## src/logic/mag_readout_map.svh

```systemverilog
// register offsets, field positions and reset values of the result bank
// assumes byte-wide register reads from the serial interface logic
//
// Summary of operation
// - x field bits 4..0 in low byte 7..3, 12..5 in high byte; 2..1 zero
// - y field bits 4..0 in low byte 7..3, 12..5 in high byte; 2..1 zero
// - z field bits 6..0 in low byte 7..1, 14..7 in high byte
// - resistance bits 5..0 in low byte 7..2, 13..6 in high; bit 1 zero
// - low byte bit 0 of x, y, z holds self-test flag, one after reset
// - resistance low byte bit 0 shows result ready status
// - interrupt byte: bit 7 data overrun, bit 6 overflow
// - interrupt byte: bits 5, 4, 3 are z, y, x high-threshold flags
// - interrupt byte: bits 2, 1, 0 are z, y, x low-threshold flags
// - a disabled axis keeps its last measured value
// - z disabled stops resistance and forces its value to zero
`ifndef MAG_READOUT_MAP_SVH
`define MAG_READOUT_MAP_SVH
`define X_FIELD_LOW_OFS 8'h42
`define X_FIELD_HIGH_OFS 8'h43
`define Y_FIELD_LOW_OFS 8'h44
`define Y_FIELD_HIGH_OFS 8'h45
`define Z_FIELD_LOW_OFS 8'h46
`define Z_FIELD_HIGH_OFS 8'h47
`define RES_LOW_OFS 8'h48
`define RES_HIGH_OFS 8'h49
`define INT_FLAGS_OFS 8'h4a
`define SELFTEST_RESET 1'h1
`define READY_BIT 0
`define OVERRUN_BIT 7
`define OVERFLOW_BIT 6
`endif

```

## src/logic/mag_readout_pkg.sv

```systemverilog
// types shared by the result bank and its users
// assumes the map header is included alongside
`default_nettype none
package mag_readout_pkg;
  typedef struct packed {
    logic [12:0] x_value;
    logic [12:0] y_value;
    logic [14:0] z_value;
    logic [13:0] res_value;
  } sample_t;
  typedef struct packed {
    logic overrun;
    logic overflow;
    logic [2:0] high_zyx;
    logic [2:0] low_zyx;
  } irq_state_t;
  typedef struct packed {
    logic x_en;
    logic y_en;
    logic z_en;
  } axis_en_t;
endpackage : mag_readout_pkg
`default_nettype wire

```

## src/logic/mag_readout.sv

```systemverilog
// read-only result registers of the three-axis field sensor
// assumes the measurement engine supplies samples with a one-cycle strobe
// and that the serial interface reads one byte address per cycle
`timescale 1ns/10ps
`default_nettype none
`include "mag_readout_map.svh"
module mag_readout (
  // clock and reset
  input wire logic clk_sys,
  input wire logic rstn,
  // measurement engine
  input wire logic sample_valid,
  input wire mag_readout_pkg::sample_t sample,
  input wire mag_readout_pkg::axis_en_t axis_en,
  input wire logic [2:0] selftest_zyx,
  input wire logic selftest_valid,
  input wire logic ready_status,
  input wire mag_readout_pkg::irq_state_t irq_state,
  // register read port
  input wire logic [7:0] rd_addr,
  output logic [7:0] rd_data
);
  import mag_readout_pkg::*;

  // ==========================================================
  // state
  typedef struct packed {
    sample_t held;
    logic [2:0] st_zyx;
    logic ready;
    irq_state_t irq;
    logic [7:0] rdata;
  } state_t;

  state_t st_ff;
  state_t nxt_st;
  logic [7:0] byte_sel;

  // ==========================================================
  // byte view of the bank
  function automatic logic [7:0] bank_byte(input state_t s,
                                           input logic [7:0] a);
    case (a)
      `X_FIELD_LOW_OFS: bank_byte = {s.held.x_value[4:0], 2'h0,
                                     s.st_zyx[0]};
      `X_FIELD_HIGH_OFS: bank_byte = s.held.x_value[12:5];
      `Y_FIELD_LOW_OFS: bank_byte = {s.held.y_value[4:0], 2'h0,
                                     s.st_zyx[1]};
      `Y_FIELD_HIGH_OFS: bank_byte = s.held.y_value[12:5];
      `Z_FIELD_LOW_OFS: bank_byte = {s.held.z_value[6:0],
                                     s.st_zyx[2]};
      `Z_FIELD_HIGH_OFS: bank_byte = s.held.z_value[14:7];
      `RES_LOW_OFS: bank_byte = {s.held.res_value[5:0], 1'h0,
                                 s.ready};
      `RES_HIGH_OFS: bank_byte = s.held.res_value[13:6];
      `INT_FLAGS_OFS: bank_byte = s.irq;
      default: bank_byte = 8'h00;
    endcase
  endfunction : bank_byte

  // ==========================================================
  // next state
  always_comb begin
    nxt_st = st_ff;
    // whole words captured in one edge so both bytes belong together
    if (sample_valid) begin
      if (axis_en.x_en) begin
        nxt_st.held.x_value = sample.x_value;
      end
      if (axis_en.y_en) begin
        nxt_st.held.y_value = sample.y_value;
      end
      if (axis_en.z_en) begin
        nxt_st.held.z_value = sample.z_value;
        nxt_st.held.res_value = sample.res_value;
      end
    end
    if (!axis_en.z_en) begin
      nxt_st.held.res_value = 14'h0000;
    end
    if (selftest_valid) begin
      nxt_st.st_zyx = selftest_zyx;
    end
    nxt_st.ready = ready_status;
    nxt_st.irq = irq_state;
    // read data comes from the registered bank, one cycle after address
    byte_sel = bank_byte(st_ff, rd_addr);
    nxt_st.rdata = byte_sel;
  end

  always_ff @(posedge clk_sys or negedge rstn) begin
    if (!rstn) begin
      st_ff <= '0;
      st_ff.st_zyx <= {3{`SELFTEST_RESET}};
    end else begin
      st_ff <= nxt_st;
    end
  end

  assign rd_data = st_ff.rdata;
endmodule : mag_readout
`default_nettype wire

```

## config.mk

```make
export PLATFORM = sky130hd
export DESIGN_NAME = mag_readout
export DESIGN_NICKNAME = d
export VERILOG_FILES = /design/src/logic/mag_readout_pkg.sv /design/src/logic/mag_readout.sv
export VERILOG_INCLUDE_DIRS = /design/src /design/src/logic
export SDC_FILE = /design/constraint.sdc
export NUM_CORES = 1
export LEC_CHECK = 0
export ABC_AREA = 0
export BUFFER_PORTS_ARGS = -buffer_cell sky130_fd_sc_hd__buf_2
export CAP_MARGIN = 10
export CORE_MARGIN = 1.5
export CORE_UTILIZATION = 52
export CTS_CLUSTER_DIAMETER = 60
export DETAILED_ROUTE_END_ITERATION = 8
export PLACE_DENSITY = 0.81
export SYNTH_ARGS = -nofsm -noshare
export SYNTH_HDL_FRONTEND = slang
export SYNTH_SLANG_ARGS = --single-unit
```

## constraint.sdc

```tcl
create_clock -name clk_sys -period 1.9 [get_ports clk_sys]
set_clock_uncertainty 0.1 [all_clocks]
set_input_delay 0.38 -clock clk_sys [delete_from_list [all_inputs] [get_ports clk_sys]]
set_output_delay 0.38 -clock clk_sys [all_outputs]
set_load 0.02 [all_outputs]
```

* Yosys cells after proc, flatten, opt, wreduce, memory -nomap -nowiden *
Cells that the tools add are included.

storage, ports and cells
  bits in registers = 75
  input port bits = 82
  word-level logic and storage cells = 27

cells by class
  equality and inequality tests = 10
  mux-type cells = 3
  reduce and logical (&&, ||, !) cells = 3

operators by type and width
  cell                  count
  $eq A8 B7 Y1 const B  9
  $pmux W8 S9           1
  $mux W14              2
  $reduce_and A2 Y1     3
  $ne A2 B2 Y1 const B  1

* Depth between registers and ports, before layout *
  word-level depth = 2
  depth in mapped cells = 6
  gate-level depth less buffers = 4

* Least setup slack after synthesis *
No wires, ideal clock.

  path kind = input to register
  start point = input rd_addr[5]
  end point = register st_ff (netlist bit rd_data[1])
  library setup time = 0.090 ns
  arrival time = 1.576 ns
  data required time = 1.710 ns
  setup slack = 0.134 ns
  stages on the path = 4
  path buffers = 1
  path through = or4b_4 or3b_1 buf_6 o221ai_1

on the way
  longest elaborated chain between the ends = 2

ends and longest elaborated chain
  element                RTL line           RTL
  start, declared        mag_readout.sv:20  input wire logic [7:0] rd_addr,
  $eq A8 B7 Y1           mag_readout.sv:43  case (a)
  $pmux W8 S9 *          mag_readout.sv:43
  named net byte_sel[1]  mag_readout.sv:37  logic [7:0] byte_sel;
  end signal, assigned   mag_readout.sv:96  st_ff <= nxt_st;
  end, declared          mag_readout.sv:35  state_t st_ff;

The timed path passes the listed nets; every way through them passes the cells marked *.
A chain may end at the register's enable or synchronous reset.

* Worst setup path in the final report *
  start point = input rd_addr[5]
  end point = register st_ff (netlist bit rd_data[7])

The elaborated chain is that of the path after synthesis.

==> qor.txt <==
Flop-to-flop setup slack: 0.41 ns
Sw frac: 24.23%
Vias in the first global route: 2304
Cell internal pwr: 2.559 mW
Area growth, synth to finish: 20.90%
Yosys cell types: 27
CTS tree: yes
CTS root buffer: clkbuf_8
GRT met1 Usage: 26.32%
Crit-path slowest cell: or4b_4
Hold endpoint: st_ff[13]
DRC Markers: 0
Cells after Synth: 241
Power Dens Cells: 840.7 nW/um^2
CP arrival: 1.75 ns
Final Max Slew Viols: 0
Post-synthesis area per instance: 13.79 um^2
Post-synth EDFFs: 0
Status: finished clean
Maximum vdd drop: 0.5036 mV
Nets: 415
Worst hold start: irq_state[5]
GRT overflow: 0
Async SR Flop Fraction: 100.0%
Main synth FF type: dfrtp_1
Largest net degree at the start of global routing: 42
Hold path cells: 1
Post-cts sizing count: 0
IO buf count: 89
Critical Path RT: 2.04 ns
Tot GR Track Use: 20.52%
Area leader, netlist: dfrtp_1
First-pass GRT wire length: 11.01 mm
Num CTS Buffers: 9
Routed Antenna Nets: 0
CTS sink cnt: 75
Drt wl/cell: 16.09 um
FF-to-FF End: rd_data[0]
Clock power share: 30.6%
GR Util met3: 5.865%
Via density: 5.266
Synth top area cells: dfrtp_1 (54%), mux2_2 (16%), mux2i_1 (8.1%)
Skew-Pair Late Insertion Delay: 0.33 ns
Post-DP Area: 3844 um^2
Yosys top cell area share: 54.22%
Starting Density: 54.83%
Max Cap Violations: 0
Fin. Hold Viols: 0
Net switching power figure: 818.5 uW
Dpl hpwl: 5.025 mm
Critical Path Max Stage Delay: 0.53 ns
Crit-path cells: buf_2 > or4b_4 > or3b_1 > o221ai_1
Initial antenna violation count: 0
Antenna Cells: 0
Die H: 82.94 um
FMAX: 0.6188 GHz
Setup bufs post-CTS: 0
Worst relative slew slack: 75.29%
Hold crit path type: in -> reg
Crit. End Element: flip-flop
Most frequent cells in the layout: buf_2 (88), dfrtp_1 (72), mux2_2 (48)
DIE AREA: 6879 um^2
Part of the cycle the worst path needs: 85.05%
Measured slew at the worst slew-check pin: 0.3655 ns
Final Instance Area: 4018 um^2
Critical path class: in -> reg
Commonest non-fill, non-tap cell in the layout: buf_2
Setup violations, final: 0
Startpoint types: input port
Gate power share: 14.8%
Final wirelength: 6.646 mm
Met2 Usage GRT: 32.89%
R2R cell count: 3
RePlAce Congestion: 0.8236
FP Rows: 28
Share of cells above drive strength 1: 51.18%
DR vias: 2175
Yosys reg bits: 75
CTS Buffer Depth: 2
FF-to-FF Start: st_ff[19]
Syn. warnings: 0
Seq/Total Area, Yosys: 56.59%
Tmin final: 1.616 ns
GRT busiest layer: met2
Delay-heaviest family, CP: simple AND/OR/NAND/NOR gates
H-Tree Depth: 3
Sequential power share: 54.6%
Buf/Inv on CP: 1
Core Util, Final: 66.29%
DRT iter0 DRCs: 139
CP Depth: 4
Mapped Area: 3323 um^2
Crit path max fanout: 8
Die X: 82.94 um
CORE AREA: 6061 um^2
RSZ-0062 raised after global routing: false
Drt first pass iters: 4
I/O Pins: 90
Clk pin slew, worst setup/hold paths: 0.07 ns
Leak: 1.933 nW
Syn nets: 323
[sequential cells by signal, indices dropped and copies added, names as in the netlist]
signal and flops:
rd_data 8, st_ff 67
[what timing repair did]
| item | 4_1_cts | 5_1_grt |
|---|---|---|
| setup endpoints to repair | 0 | 0 |
| hold endpoints to repair | 15 | 0 |
| hold buffers | 1 | 0 |
[cell type report]
type	instances	area, um^2
multi-input combinational	144	1311
fill	488	2043
timing repair buffer	103	568.0
clock buffer	13	148.9
clock inverter	3	15.01
sequential	75	1881
tap	75	93.84
[through the flow]
step / setup WS (ns) / hold WS [ns] / total power, mW / std cells / setup TNS, ns
floorplan: 0.1341 / -0.01559 / 2.159 / 241 / 0
global placement: -0.009085 / 0.1573 / 2.355 / 396 / -0.03860
detailed placement: -0.07067 / 0.1575 / 2.378 / 396 / -0.3681
CTS: 0.2806 / 0.03700 / 3.409 / 413 / 0
global route: 0.2474 / 0.03243 / 3.532 / 413 / 0
finish: 0.2840 / 0.04746 / 3.378 / 413 / 0
[routing by layer]
layer / wire, um / part of all wire, %
met5: 0 / 0
met4: 85 / 1.3
met3: 381 / 5.7
met2: 3279 / 49
met1: 2899 / 44
[cell usage after synthesis, types with 4 or more instances]
master,count
nand2_1,11
o221ai_1,5
buf_2,9
nor2_1,8
a21oi_1,7
nand3_1,4
buf_4,8
mux4_2,5
mux2_2,48
mux2i_1,27
dfrtp_1,72
nor2b_1,16
[worst max path at each step]
stage | end | slack, ns | start
5_1_grt | rd_data[1] | 0.25 | rd_addr[5]
4_1_cts | rd_data[7] | 0.28 | rd_addr[5]
3_5_place_dp | rd_data[7] | -0.07 | rd_addr[5]
3_3_place_gp | rd_data[2] | -0.009 | rd_addr[5]
6_report | rd_data[7] | 0.28 | rd_addr[5]
2_1_floorplan | rd_data[1] | 0.13 | rd_addr[5]
[power by group through the flow]
stage	Combinational [mW]	Sequential, mW	Clock, mW
2_1_floorplan	0.314	1.84	0
3_3_place_gp	0.492	1.86	0
3_5_place_dp	0.505	1.87	0
4_1_cts	0.508	1.84	1.06
5_1_grt	0.549	1.86	1.12
6_report	0.501	1.84	1.03
[logic make-up (layout without fill, tap and decap cells)]
logic type             Yosys count  after routing  share of synthesized area [%]
flip-flops                      75             75                          56.59
AND/OR/NAND/NOR                 45             45                          7.455
AO/OA/AOI/OAI                   19             19                          4.217
multiplexers                    80             80                          27.79
buffers and inverters           22            119                          3.953
Note: power is estimated with default switching activity, not from simulation.
